**src/design/sao_defines.vh**
```
// Purpose: Shared constants for the stereo serial output block.
// Assumes: 125 MHz system clock, word rate clock between 24 and 54 kHz.
// Notes: Definitions only.
`ifndef SAO_DEFINES_VH
`define SAO_DEFINES_VH
`define SAO_SAMPLE_W 24
`define SAO_ACC_W 40
`define SAO_MAX_POS 24'h7fffff
`define SAO_MAX_NEG 24'h800000
`define SAO_SLOTS_LONG 6'h20
`define SAO_SLOTS_SHORT 6'h18
`define SAO_BITS_LONG 7'h40
`define SAO_BITS_SHORT 7'h30
`define SAO_HPF_SHIFT 5'h0c
`define SAO_COMP_SHIFT 5'h04
`define SAO_PERIOD_W 16
`define SAO_PERIOD_MIN 16'h0900
`define SAO_PERIOD_MAX 16'h1460
`define SAO_LOOP_SHIFT 4'h3
`endif

```
**src/design/sao_sample_filter.v**
```verilog
// Purpose: High-pass, droop compensation and saturation of one sample.
// Assumes: One sample per stb pulse, alternating channels by chan.
// Notes: Result registered one cycle after stb.
`include "sao_defines.vh"
`timescale 1ns/1ns
`default_nettype none
module sao_sample_filter #(
  parameter W = `SAO_SAMPLE_W
) (
  input wire sys_clk,
  input wire rstn,
  input wire stb,
  input wire chan,
  input wire signed [W-1:0] din,
  output reg signed [W-1:0] dout_r,
  output reg done_r
);
  // ****************************************
  // Saturation helper
  // ****************************************
  function [W-1:0] sat;
    input signed [`SAO_ACC_W-1:0] v;
    begin
      if (v > $signed({{(`SAO_ACC_W-W){1'b0}}, `SAO_MAX_POS}))
        sat = `SAO_MAX_POS;
      else if (v < $signed({{(`SAO_ACC_W-W){1'b1}}, `SAO_MAX_NEG}))
        sat = `SAO_MAX_NEG;
      else
        sat = v[W-1:0];
    end
  endfunction
  reg signed [`SAO_ACC_W-1:0] dc_r [0:1];
  reg signed [`SAO_ACC_W-1:0] prev_r [0:1];
  reg signed [`SAO_ACC_W-1:0] x;
  reg signed [`SAO_ACC_W-1:0] hp;
  reg signed [`SAO_ACC_W-1:0] comp;
  always @* begin
    x = {{(`SAO_ACC_W-W){din[W-1]}}, din};
    hp = x - (dc_r[chan] >>> `SAO_HPF_SHIFT);
    comp = hp + ((hp - prev_r[chan]) >>> `SAO_COMP_SHIFT);
  end
  always @(posedge sys_clk) begin
    if (!rstn) begin
      dc_r[0] <= {`SAO_ACC_W{1'b0}};
      dc_r[1] <= {`SAO_ACC_W{1'b0}};
      prev_r[0] <= {`SAO_ACC_W{1'b0}};
      prev_r[1] <= {`SAO_ACC_W{1'b0}};
      dout_r <= {W{1'b0}};
      done_r <= 1'b0;
    end else begin
      done_r <= stb;
      if (stb) begin
        // The integrator tracks the offset at a tiny rate, giving a low corner.
        dc_r[chan] <= dc_r[chan] + hp;
        prev_r[chan] <= hp;
        dout_r <= sat(comp);
      end
    end
  end
endmodule
`default_nettype wire

```
**src/design/sao_bit_timer.v**
```verilog
// Purpose: Locks to word rate clock edges and issues bit slot enables.
// Assumes: Word rate clock already synchronised.
// Notes: A digital loop stands in for the analog phase-locked loop.
`include "sao_defines.vh"
`timescale 1ns/1ns
`default_nettype none
module sao_bit_timer #(
  parameter PW = `SAO_PERIOD_W
) (
  input wire sys_clk,
  input wire rstn,
  input wire wrc_rise,
  input wire [6:0] bits_per_frame,
  output reg bit_en_r,
  output reg [6:0] bit_idx_r,
  output reg locked_r
);
  reg [PW-1:0] cnt_r;
  reg [PW-1:0] period_r;
  reg [PW+6:0] acc_r;
  reg [PW+6:0] acc_nxt;
  wire [PW-1:0] meas;
  wire ok;
  wire [PW:0] diff;
  wire signed [PW:0] step;
  assign meas = cnt_r + 1'b1;
  assign ok = (meas >= `SAO_PERIOD_MIN) && (meas <= `SAO_PERIOD_MAX);
  // The error is signed, so a word clock that runs slightly fast pulls the period down.
  assign diff = {1'b0, meas} - {1'b0, period_r};
  assign step = $signed(diff) >>> `SAO_LOOP_SHIFT;
  always @* begin
    acc_nxt = acc_r + {{PW{1'b0}}, bits_per_frame};
  end
  always @(posedge sys_clk) begin
    if (!rstn) begin
      // Start saturated so the first rise after reset never counts as a period.
      cnt_r <= {PW{1'b1}};
      period_r <= `SAO_PERIOD_MIN;
      acc_r <= {(PW+7){1'b0}};
      bit_en_r <= 1'b0;
      bit_idx_r <= 7'h00;
      locked_r <= 1'b0;
    end else begin
      bit_en_r <= 1'b0;
      if (wrc_rise) begin
        cnt_r <= {PW{1'b0}};
        if (ok && locked_r)
          period_r <= period_r + step[PW-1:0];
        else if (ok)
          period_r <= meas;
        locked_r <= ok;
        acc_r <= {(PW+7){1'b0}};
        bit_idx_r <= 7'h00;
        bit_en_r <= ok;
      end else begin
        if (cnt_r != {PW{1'b1}})
          cnt_r <= cnt_r + 1'b1;
        // A fractional accumulator spreads bit slots evenly over the period.
        if (acc_nxt >= {7'h00, period_r}) begin
          acc_r <= acc_nxt - {7'h00, period_r};
          if (bit_idx_r < bits_per_frame - 7'h01) begin
            bit_idx_r <= bit_idx_r + 7'h01;
            bit_en_r <= locked_r;
          end
        end else begin
          acc_r <= acc_nxt;
        end
      end
    end
  end
endmodule
`default_nettype wire

```
**src/design/sao_serial_out.v**
```verilog
// Purpose: Stereo 24-bit serial output stage timed by the word rate clock.
// Assumes: Samples arrive with a one-cycle strobe from the converter core.
// Notes: Output is zero until the timing loop has seen a sane period.
//
// What this block does
// - Clip samples to 7fffff and 800000.
// - Send two's complement samples MSB first.
// - Frame select low gives 32-bit frames.
// - Frame select high gives 24-bit frames.
// - Sample period runs between word clock rising edges.
// - Left sample starts at the word clock rising edge.
// - Right sample starts half a period later, regardless of duty.
// - Data changes on bit clock rises aligned to word clock rises.
// - 32-bit mode bit clock is 64 times the sample rate.
// - 24-bit mode bit clock is 48 times the sample rate.
// - Single-pole high-pass filter removes DC.
// - Timing comes from a loop locked to word clock rises.
// - Pre-compensate droop of an external 80 kHz filter.
`include "sao_defines.vh"
`timescale 1ns/1ns
`default_nettype none
module sao_serial_out #(
  parameter W = `SAO_SAMPLE_W
) (
  input wire sys_clk,
  input wire rstn,
  input wire word_rate_clock,
  input wire frame_short,
  input wire sample_stb,
  input wire sample_right,
  input wire [W-1:0] sample_data,
  output reg serial_data_r,
  output wire sample_ack
);
  // ****************************************
  // Input synchronisers
  // ****************************************
  reg wrc_s1_r;
  reg wrc_s2_r;
  reg wrc_d_r;
  reg fs_s1_r;
  reg fs_s2_r;
  reg mode_r;
  wire wrc_rise;
  always @(posedge sys_clk) begin
    // The synchronisers run through reset, so a high word clock at release is no false edge.
    wrc_s1_r <= word_rate_clock;
    wrc_s2_r <= wrc_s1_r;
    wrc_d_r <= wrc_s2_r;
    fs_s1_r <= frame_short;
    fs_s2_r <= fs_s1_r;
    if (!rstn) begin
      mode_r <= 1'b0;
    end else begin
      // Mode only changes at a frame boundary so no frame is torn.
      if (wrc_rise)
        mode_r <= fs_s2_r;
    end
  end
  assign wrc_rise = wrc_s2_r & ~wrc_d_r;

  // ****************************************
  // Frame geometry
  // ****************************************
  wire [5:0] slots;
  wire [6:0] bits;
  assign slots = mode_r ? `SAO_SLOTS_SHORT : `SAO_SLOTS_LONG;
  assign bits = mode_r ? `SAO_BITS_SHORT : `SAO_BITS_LONG;

  wire bit_en;
  wire [6:0] bit_idx;
  wire locked;
  sao_bit_timer u_timer (
    .sys_clk(sys_clk),
    .rstn(rstn),
    .wrc_rise(wrc_rise),
    .bits_per_frame(bits),
    .bit_en_r(bit_en),
    .bit_idx_r(bit_idx),
    .locked_r(locked)
  );

  // ****************************************
  // Filtering
  // ****************************************
  wire [W-1:0] filt;
  wire filt_done;
  reg filt_chan_r;
  sao_sample_filter #(.W(W)) u_filter (
    .sys_clk(sys_clk),
    .rstn(rstn),
    .stb(sample_stb),
    .chan(sample_right),
    .din(sample_data),
    .dout_r(filt),
    .done_r(filt_done)
  );
  assign sample_ack = sample_stb;

  // ****************************************
  // Sample holding and shifting
  // ****************************************
  reg [W-1:0] left_r;
  reg [W-1:0] right_r;
  reg [W-1:0] shift_r;
  wire [5:0] slot_in_half;
  wire second_half;
  assign second_half = ({1'b0, bit_idx} >= {2'b00, slots});
  assign slot_in_half = second_half ? (bit_idx[5:0] - slots) : bit_idx[5:0];
  always @(posedge sys_clk) begin
    if (!rstn) begin
      filt_chan_r <= 1'b0;
      left_r <= {W{1'b0}};
      right_r <= {W{1'b0}};
      shift_r <= {W{1'b0}};
      serial_data_r <= 1'b0;
    end else begin
      filt_chan_r <= sample_right;
      if (filt_done && !filt_chan_r)
        left_r <= filt;
      if (filt_done && filt_chan_r)
        right_r <= filt;
      if (bit_en) begin
        if (slot_in_half == 6'h00) begin
          // load left at rise, right at half period
          shift_r <= {(second_half ? right_r[W-2:0] : left_r[W-2:0]), 1'b0};
          serial_data_r <= second_half ? right_r[W-1] : left_r[W-1];
        end else if (slot_in_half < W[5:0]) begin
          serial_data_r <= shift_r[W-1];
          shift_r <= {shift_r[W-2:0], 1'b0};
        end else begin
          serial_data_r <= 1'b0;
        end
      end else if (!locked) begin
        serial_data_r <= 1'b0;
      end
    end
  end
endmodule
`default_nettype wire

```
**config.mk**
```make
export PLATFORM = sky130hd
export DESIGN_NAME = sao_serial_out
export DESIGN_NICKNAME = d
export VERILOG_FILES = /design/src/design/sao_sample_filter.v /design/src/design/sao_bit_timer.v /design/src/design/sao_serial_out.v
export VERILOG_INCLUDE_DIRS = /design/src /design/src/design
export SDC_FILE = /design/constraint.sdc
export NUM_CORES = 1
export LEC_CHECK = 0
export BUFFER_PORTS_ARGS = -buffer_cell sky130_fd_sc_hd__buf_2
export CAP_MARGIN = 20
export CORE_UTILIZATION = 50
export DETAILED_ROUTE_END_ITERATION = 8
export PLACE_DENSITY = 0.66
export SLEW_MARGIN = 20
export SYNTH_ARGS = -nofsm -noshare
export SYNTH_HDL_FRONTEND = slang
export SYNTH_SLANG_ARGS = --single-unit
```
**constraint.sdc**
```tcl
create_clock -name sys_clk -period 20.7 [get_ports sys_clk]
set_clock_uncertainty 0.2 [all_clocks]
set_input_delay 2.07 -clock sys_clk [delete_from_list [all_inputs] [get_ports sys_clk]]
set_output_delay 2.07 -clock sys_clk [all_outputs]
set_load 0.02 [all_outputs]
```
After elaboration in Yosys (flattened, before gate mapping)
Memory sizes are Yosys's and may differ from the RTL's.
Cells that the tools add are included.

operators by class
  $add $sub $neg = 12
  magnitude comparators = 8
  bitwise logic cells = 3
  reduce and logical (&&, ||, !) cells = 15
  eq/ne operators = 2
  muxes and demuxes = 31

operators with widths
  operator                 number
  $mux W24                 4
  $mux W40                 2
  $reduce_or A40 Y1        2
  $mux W16                 4
  $mux W23                 2
  $add A40 B29 Y40         1
  $gt A40 B24 Y1 const B   1
  $lt A40 B24 Y1 const B   1
  $sub A29 B40 Y40         1
  $add A29 B36 Y37         1
  $sub A24 B28 Y29         1
  $add A23 B7 Y23          1
  $ge A23 B16 Y1           1
  $sub A23 B16 Y23         1
  $sub A16 B16 Y17         1
  $add A16 B1 Y16 const B  1
  $add A16 B16 Y16         1
  $ge A16 B12 Y1 const B   1
  $le A16 B13 Y1 const B   1
  $mux W1                  16
  $ne A16 B16 Y1 const B   1
  $mux W6                  2
  $add A7 B1 Y7 const B    1
  $ge A7 B6 Y1             1
  14 further kinds         22

word-level totals
  bits in writable memories = 160
  bits of input ports = 30
  memories = 2
  word-level logic and storage cells = 92
  flip-flop bits (word level) = 169

memories
  name             depth  width  rd ports  clocked after Yosys merged registers in  write ports  RTL line                RTL
  u_filter.dc_r    2      40     1         0                                        2            sao_sample_filter.v:32  reg signed [`SAO_ACC_W-1:0] dc_r [0:1];
  u_filter.prev_r  2      40     1         0                                        2            sao_sample_filter.v:33  reg signed [`SAO_ACC_W-1:0] prev_r [0:1];

Depth between registers and ports, before layout
Gate-level depths: netlist of run 1.

  word-level depth = 7
  depth in mapped cells = 49

Cells and area by module
From an unflattened synthesis of run 1, not the netlist that was laid out.

unflattened totals
  cells, all modules = 2,580
  area total of the unflattened synthesis = 22,738.1 um2

modules (own cells, without submodules)
  module             cells each  area an instance (um2)  instances
  sao_sample_filter  1,427       13,304.0                1
  sao_bit_timer      710         5,858.1                 1
  sao_serial_out     443         3,575.9                 1

Worst setup path before layout of run 1
OpenSTA, ideal clock, no wires.

  path type = input to register
  start point = in sample_right
  end point = reg u_filter.dout_r[13]
  buffers on the path = 5
  cell stages on the path = 49
  path slack = 9.201 ns
  arrival time = 11.172 ns
  library setup time = 0.127 ns
  cells stage by stage = buf_2 -> buf_1 -> clkbuf_1 -> buf_1 -> mux2_2 -> ha_1 -> fa_1 -> nand2b_1 -> a211oi_1 -> o221ai_2 -> nand2b_1 -> a21oi_1 -> xor2_1 -> inv_1 -> ha_1 -> and4_1 -> a21oi_1 -> o21ai_0 -> [13 not listed] -> a31oi_1 -> ha_1 -> a21oi_1 -> nand2_1 -> a21o_1 -> a21o_1 -> a21oi_1 -> nand2_1 -> nor2_1 -> a32oi_1 -> o31ai_1 -> xnor2_1 -> nor4_1 -> o2111ai_1 -> nor4_2 -> or2_4 -> buf_6 -> o22ai_2

on the way
  longest elaborated chain between the ends = 7

ends and longest elaborated chain
  element               RTL line                RTL
  from (decl)           sao_serial_out.v:30     input wire sample_right,
  $mem_v2 Z2 W40 (*)    --
  $sub A24 B28 Y29 (*)  sao_sample_filter.v:39  hp = x - (dc_r[chan] >>> `SAO_HPF_SHIFT);
  net u_filter.hp[10]   sao_sample_filter.v:35  reg signed [`SAO_ACC_W-1:0] hp;
  $sub A29 B40 Y40      sao_sample_filter.v:40  comp = hp + ((hp - prev_r[chan]) >>> `SAO_COMP_SHIFT);
  $add A29 B36 Y37 (*)  sao_sample_filter.v:40
  $lt A40 B24 Y1        sao_sample_filter.v:26  else if (v < $signed({{(`SAO_ACC_W-W){1'b1}}, `SAO_MAX_NEG}))
  $mux W24              sao_sample_filter.v:26
  $mux W24 (*)          sao_sample_filter.v:24  if (v > $signed({{(`SAO_ACC_W-W){1'b0}}, `SAO_MAX_POS}))
  to (signal assigned)  sao_sample_filter.v:48  dout_r <= {W{1'b0}};
  to (signal assigned)  sao_sample_filter.v:56  dout_r <= sat(comp);
  to (decl)             sao_sample_filter.v:15  output reg signed [W-1:0] dout_r,

Mark *: on every way through the listed nets, which the timed path passes. The rest lies on a longest branch.
A chain may end at the register's enable or synchronous reset.

Worst setup path after layout of run 1
  start point = in sample_right
  end point = reg u_filter.dout_r[11]

Same word-level chain as after synthesis.

==> results of run 1 <==
cell usage after synthesis, drive strengths merged (10+ instances only):
master / instances / area share (%)
a21oi: 238 / 5.7
nand3b: 10 / 0.35
nor2b: 23 / 0.68
xor2: 56 / 2.3
xnor2: 112 / 4.6
dfxtp: 168 / 16
a31oi: 15 / 0.51
and2: 17 / 0.50
nand2b: 48 / 1.4
o21a: 29 / 1.0
clkbuf: 80 / 1.4
nand4: 19 / 0.56
a21o: 49 / 1.7
nor2: 305 / 5.4
mux2: 21 / 1.1
o31ai: 23 / 0.83
o21bai: 16 / 0.56
o211ai: 13 / 0.48
edfxtp: 138 / 19
or2: 10 / 0.31
mux2i: 80 / 3.8
ha: 178 / 10
a211oi: 50 / 1.8
nand3: 46 / 1.1
nand2: 240 / 4.2
nor3: 41 / 0.96
inv: 159 / 2.8
o21ai: 125 / 3.0
or3: 17 / 0.50
and3: 14 / 0.41
buf: 15 / 0.38
o22ai: 23 / 0.97
per-stage QoR:
stage	setup WS [ns]	utilization [%]	instance area [um2]	instances	power [mW]
floorplan	9.20	-	21300	2485	2.25
global placement	8.11	52.1	21900	2973	2.62
detailed placement	7.81	52.1	21900	2973	2.65
CTS	8.35	55.1	23100	3040	3.33
global route	7.19	55.1	23100	3041	3.59
finish	8.21	55.1	23100	3041	3.33
power by group:
group          internal, mW  switching, mW  total [mW]
clock                 0.403          0.266       0.668
sequential            0.720         0.0506       0.770
combinational         0.760           1.14        1.90
total                  1.88           1.45        3.33
worst paths after layout:
| check | endpoint | slack, ns | depth (start not counted) |
|---|---|---|---|
| worst min register to register | wrc_s2_r | 0.13 | 0 |
| worst min-delay path | wrc_s2_r | 0.13 | 0 |
| worst max register to register | u_filter.dout_r[11] | 10.56 | 44 |
| worst max-delay path | u_filter.dout_r[11] | 8.21 | 45 |
routing by layer:
metal  GRT usage (%)  vias to the layer above
li1                -                     8800
met1            34.5                     8290
met2            36.7                      365
met3            2.82                       79
met4            6.90                        0
met5               0                        -
cell type report:
class | count | area (um2)
Clock buffer | 43 | 978
Inverter | 159 | 597
Clock inverter | 24 | 264
Fill cell | 3781 | 18800
Tap cell | 539 | 674
Multi-Input combinational cell | 1925 | 12800
Timing Repair Buffer | 45 | 275
Sequential cell | 306 | 7510
registers in the layout (all words and copies together), names as in the netlist, 7 cells and up:
| name | flops |
|---|---|
| u_filter.prev_r | 58 |
| u_timer.bit_idx_r | 7 |
| u_filter.dc_r | 80 |
| u_timer.period_r | 16 |
| u_timer.cnt_r | 16 |
| u_timer.acc_r | 23 |
| left_r | 24 |
| right_r | 24 |
| u_filter.dout_r | 24 |
| shift_r | 23 |
kinds of logic (layout without fill, tap and decap cells):
| logic type | count (synthesis) | count (layout) | share of synthesized area (%) |
|---|---|---|---|
| compound gates | 647 | 647 | 19.4 |
| xor+xnor | 170 | 170 | 7.13 |
| fa+ha+maj | 185 | 185 | 11.1 |
| buf+inv | 254 | 271 | 4.59 |
| flops | 306 | 306 | 35.3 |
| mux | 101 | 101 | 4.87 |
| simple gates | 822 | 822 | 17.6 |
critical path, delay by kind of cell:
family / cells / cell delay, ns
AO/OA/AOI/OAI: 26 / 5.27
AND/OR/NAND/NOR: 10 / 1.94
buffers and inverters: 3 / 1.22
adder cells (fa/ha/maj): 3 / 1.07
multiplexers: 1 / 0.59
XOR/XNOR: 2 / 0.47
==> impl_results.md, run 1 <==
- Type of the setup path with the least slack: input pin to flop
- Kind of path behind the tightest hold check: flop to flop
- Clock transition at path regs: 0.06 ns
- Share of the clock period used by the worst path after layout: 60.4%
- Max Cap Viol: 0
- I/O pins: 32
- Maximum number of pins on one net before global-route repair: 86
- Number of hold buffers added after cts: 0
- DIE AREA: between 40000 and 50000 um2
- Global placement routability congestion: ~0.85
- Number of antenna cells inserted: 0
- Final WL: 51600 um
- Post-CTS setup buffers: 0
- Net count after synthesis: 2700
- Async set or reset register ratio after synthesis: 0%
- Relative slew slack: 28.5%
- Detailed-routing iteration count for the pre-antenna-repair pass: 6
- Routed length per instance: 17.0 um
- Syn_area_per_cell: 8.56 um2
- Commonest cells after routing, fill and taps aside: sky130_fd_sc_hd__nor2_1, sky130_fd_sc_hd__nand2_1, sky130_fd_sc_hd__a21oi_1, sky130_fd_sc_hd__ha_1, sky130_fd_sc_hd__dfxtp_1
- Standard cell with the maximum stage delay on the critical path: sky130_fd_sc_hd__buf_4
- Leakage power summed over all cells: 9.61 nW
- Detailed placement HPWL: 36700 um
- Synthesized flop and latch total: 306
- Post-layout min period: 12.49 ns
- Clock root cell: sky130_fd_sc_hd__clkbuf_16
- Maximum clock rate: 80.0 MHz
- Effective utilization at floorplan: 50.7%
- Critical path endpoint category: flop
- Gr ovfl total: 0
- Total GRT Usage: 23.7%
- Fin nets: between 2000 and 3000
- Post-synthesis cell type count: 90
- Largest stage delay on the critical path: between 0.7 and 0.8 ns
- Count of flip-flops with a built-in enable after synthesis: 138
- VDD IR-drop max: ~0.000074 V
- Dominant synthesized flop cell: sky130_fd_sc_hd__dfxtp_1
- Remaining number of nets flagged by the antenna check after routing: 0
- Die outline width: 208 um
- RSZ-0062 raised after global routing: false
- Total negative slack for setup checks: 0 ns
- Total met3 wirelength after detailed routing: 2150 um
- Final hold viol count: 0
- Inserted Clock Buffers: 37
- Die span in y: about 210 um
- Quantity of I/O buffers inserted on ports: 31
- Number of instances in the synthesized netlist: 2485
- Setup crit start: sample_right
- Share of final-layout standard cells stronger than drive strength 1: 6.99%
- Worst hold slack after final layout: 0.125 ns
- Sinks on Clock Net: a little over 300
- Hold Startpoint: wrc_s1_r
- Crit Reg-Reg Startpoint: u_filter.dc_r[0][12]
- Arrival time of data at the critical path endpoint: 12.74 ns
- Initial DRC count: 1182
- Total of cells resized after clock tree synthesis: 0
- Top fanout value on the critical path: 51
- Critical path startpoint category: input pin
- Critical Path Most Common Cell: sky130_fd_sc_hd__a21oi_1
- Worst endpoint required time: 20.95 ns
- Maximum clock path buffer count: 3
- Area Growth Syn to Fin: 8.67%
- Area of the core: 41900 um2
- Number of vias in the routed layout: 17500
- Pwr per Cell Area: 144 nW/um2
- Synthesized area: 21300 um2
- Final-report setup violation count: 0
- Sum of met2 wire segment lengths after detailed routing: 22400 um
- Number of antenna violations at the first check in global routing: 0
- Number of global-route vias before repair: 16700
- Pins Over Slew Limit: 0
- Cell row count: 75
- Sum of routed wire segments on met1: 25900 um
- Result of the run: finished, final reports clean
- Yosys warning total: 0
- Wire length of the first global-routing pass: 84400 um
- Clock latency on the worst-skew pair: 0.55 ns
- Actual transition at the worst max-transition pin: 1.07 ns
- Sequential share of the synthesized area: 35.3%
- Highest metal layer used by the detailed router: met4
- Via density: 5.77
- Drt drc: 0
- Clock tree from TritonCTS: built
- Leading cell type in the layout, fill and taps excluded: sky130_fd_sc_hd__nor2_1
- H-tree levels: 2
Note: power is estimated with default switching activity, not from simulation.
==> run 2: changes to the inputs <==
Settings changed: PLACE_DENSITY 0.66 to 0.68.
Clock period 20.7 ns to 11.3 ns, I/O delays scaled along.
==> impl_results.md, run 2 (synthesis results as in run 1) <==
- Number of vias in the routed layout: ~17000
- Non-filler cells, final: 3044
- Maximum clock rate: 97.6 MHz
- Result of the run: finished, final reports clean
- Share of final-layout standard cells stronger than drive strength 1: 6.87%
- Worst setup slack before clock tree synthesis: between 0.4 and 0.5 ns
- Area of the core: 41900 um2
- Standard cell with the maximum stage delay on the critical path: sky130_fd_sc_hd__a211oi_1
- Cell row count: 75
- H-tree levels: 2
- Commonest cells after routing, fill and taps aside: sky130_fd_sc_hd__nor2_1, sky130_fd_sc_hd__nand2_1, sky130_fd_sc_hd__a21oi_1, sky130_fd_sc_hd__ha_1, sky130_fd_sc_hd__dfxtp_1
- Max Cap Viol: 0
- I/O pins: 32
- Largest stage delay on the critical path: between 0.4 and 0.5 ns
- Die outline width: 208 um
- Detailed-routing iteration count for the pre-antenna-repair pass: 5
- Wire length of the first global-routing pass: 82700 um
- Total GRT Usage: 23.1%
- Type of the setup path with the least slack: input pin to flop
- Pins Over Slew Limit: 0
- Gr ovfl total: 0
- VDD IR-drop max: 0.000146 V
- Maximum number of pins on one net before global-route repair: 90
- Clock tree from TritonCTS: built
- Post-layout min period: ~10 ns
- Critical path startpoint category: input pin
- Quantity of I/O buffers inserted on ports: 31
- Worst endpoint required time: 11.48 ns
- DIE AREA: 43400 um2
- Number of global-route vias before repair: 16700
- Effective utilization at floorplan: 50.7%
- Remaining number of nets flagged by the antenna check after routing: 0
- Critical path endpoint category: flop
- Drt drc: 0
- Share of the clock period used by the worst path after layout: between 90% and 100%
- Total power draw: 6.02 mW
- Fill cell count: 3746
- RSZ-0062 raised after global routing: false
- Sequential power share: 23.5%
- Clock transition at path regs: ~0.06 ns
- Clk pwr share: 19.3%
- Critical Path Most Common Cell: sky130_fd_sc_hd__a21oi_1
- Number of cell instances on the worst register-to-register path: 44
- Kind of path behind the tightest hold check: flop to flop
- Global placement routability congestion: 0.926
- Initial DRC count: between 1000 and 1500
- Switch Pwr: around 2.6 mW
- Logic depth of the worst setup path including buffers: 45
- Design internal power: ~3.4 mW
- Inserted Clock Buffers: 37
- Detailed placement HPWL: 36300 um
- Number of antenna violations at the first check in global routing: 0
- Final setup margin: 1.05 ns
- Sinks on Clock Net: about 310
- Die span in y: 208 um
- Leading cell type in the layout, fill and taps excluded: sky130_fd_sc_hd__nor2_1
- Area Growth Syn to Fin: 8.51%
- Comb pwr share: 57.2%
- Critical path buffer and inverter count: 2
- Hold depth: 0
- Clock root cell: sky130_fd_sc_hd__clkbuf_16
- Final design utilization: 55.1%
- Top fanout value on the critical path: 21
- Final WL: 50300 um
- Switching power as a share of total power: a little over two fifths
- Pwr per Cell Area: 261 nW/um2
- CP top delay family: compound AO/OA/AOI/OAI gates
- Routed length per instance: 16.5 um
- Registers with the most flip-flops: u_filter.dc_r x80, u_filter.prev_r x58
- Relative slew slack: 29.3%
- Total negative slack for setup checks: 0 ns
- Clock latency on the worst-skew pair: 0.55 ns
- Maximum clock path buffer count: 3
- Flip-flop count of the largest register after layout: 80
- Arrival time of data at the critical path endpoint: approximately 10 ns
- Via density: 5.72
- Final hold viol count: 0
- Final-report setup violation count: 0
- Largest Register: u_filter.dc_r
- Leakage power summed over all cells: 9.59 nW
- Number of instances in the placed design: 2977
- Actual transition at the worst max-transition pin: 1.06 ns
- Fin nets: around 2700
[run 2: final cells by class]
type	instances	area (um2)	area share (%)
repair buffers	49	300	1.30
clock inverters	18	150	0.650
clock buffers	47	1030	4.44
inverters	159	597	2.58
flip-flops and latches	306	7510	32.5
multi-input cells	1925	12800	55.6
diodes	1	2.50	0.0108
well taps	539	674	2.92
[run 2: timing repair]
| action | 4_1_cts | 5_1_grt |
|---|---|---|
| gates resized for setup | 0 | 1 |
| setup buffers | 0 | 0 |
| endpoints found under the setup margin | 0 | 21 |
| hold buffers | 0 | 0 |
[run 2: per-stage QoR]
| step | area [um2] | hold slack, ns |
|---|---|---|
| finish | 23100 | 0.111 |
| CTS | 23100 | 0.107 |
| floorplan | 21300 | 0.110 |
| global placement | 21900 | 0.109 |
| global route | 23100 | 0.112 |
| detailed placement | 21900 | 0.115 |
[run 2: path summary, 6_finish.rpt]
| check | slack, ns | startpoint | end |
|---|---|---|---|
| worst min register to register | 0.11 | wrc_s1_r | wrc_s2_r |
| worst max register to register | 1.56 | u_filter.dc_r[0][12] | u_filter.dout_r[0] |
| worst min-delay path | 0.11 | wrc_s1_r | wrc_s2_r |
| worst max-delay path | 1.05 | sample_right | u_filter.dout_r[0] |
[run 2: power groups by stage]
stage          logic [mW]  clock network, mW  registers (mW)
5_1_grt              3.85               1.23            1.43
3_3_place_gp         3.33                  0            1.43
3_5_place_dp         3.39                  0            1.43
6_report             3.44               1.16            1.41
2_1_floorplan        2.72                  0            1.40
4_1_cts              3.42               1.18            1.41
[run 2: metal layers]
layer  track usage [%]  vias up  routed length [um]
met3              2.88       68                2100
met2              37.3      324               22800
met1              32.3     8204               24500
met5                 0        -                   0
li1                  -     8817                   -
met4              6.79        0                 986
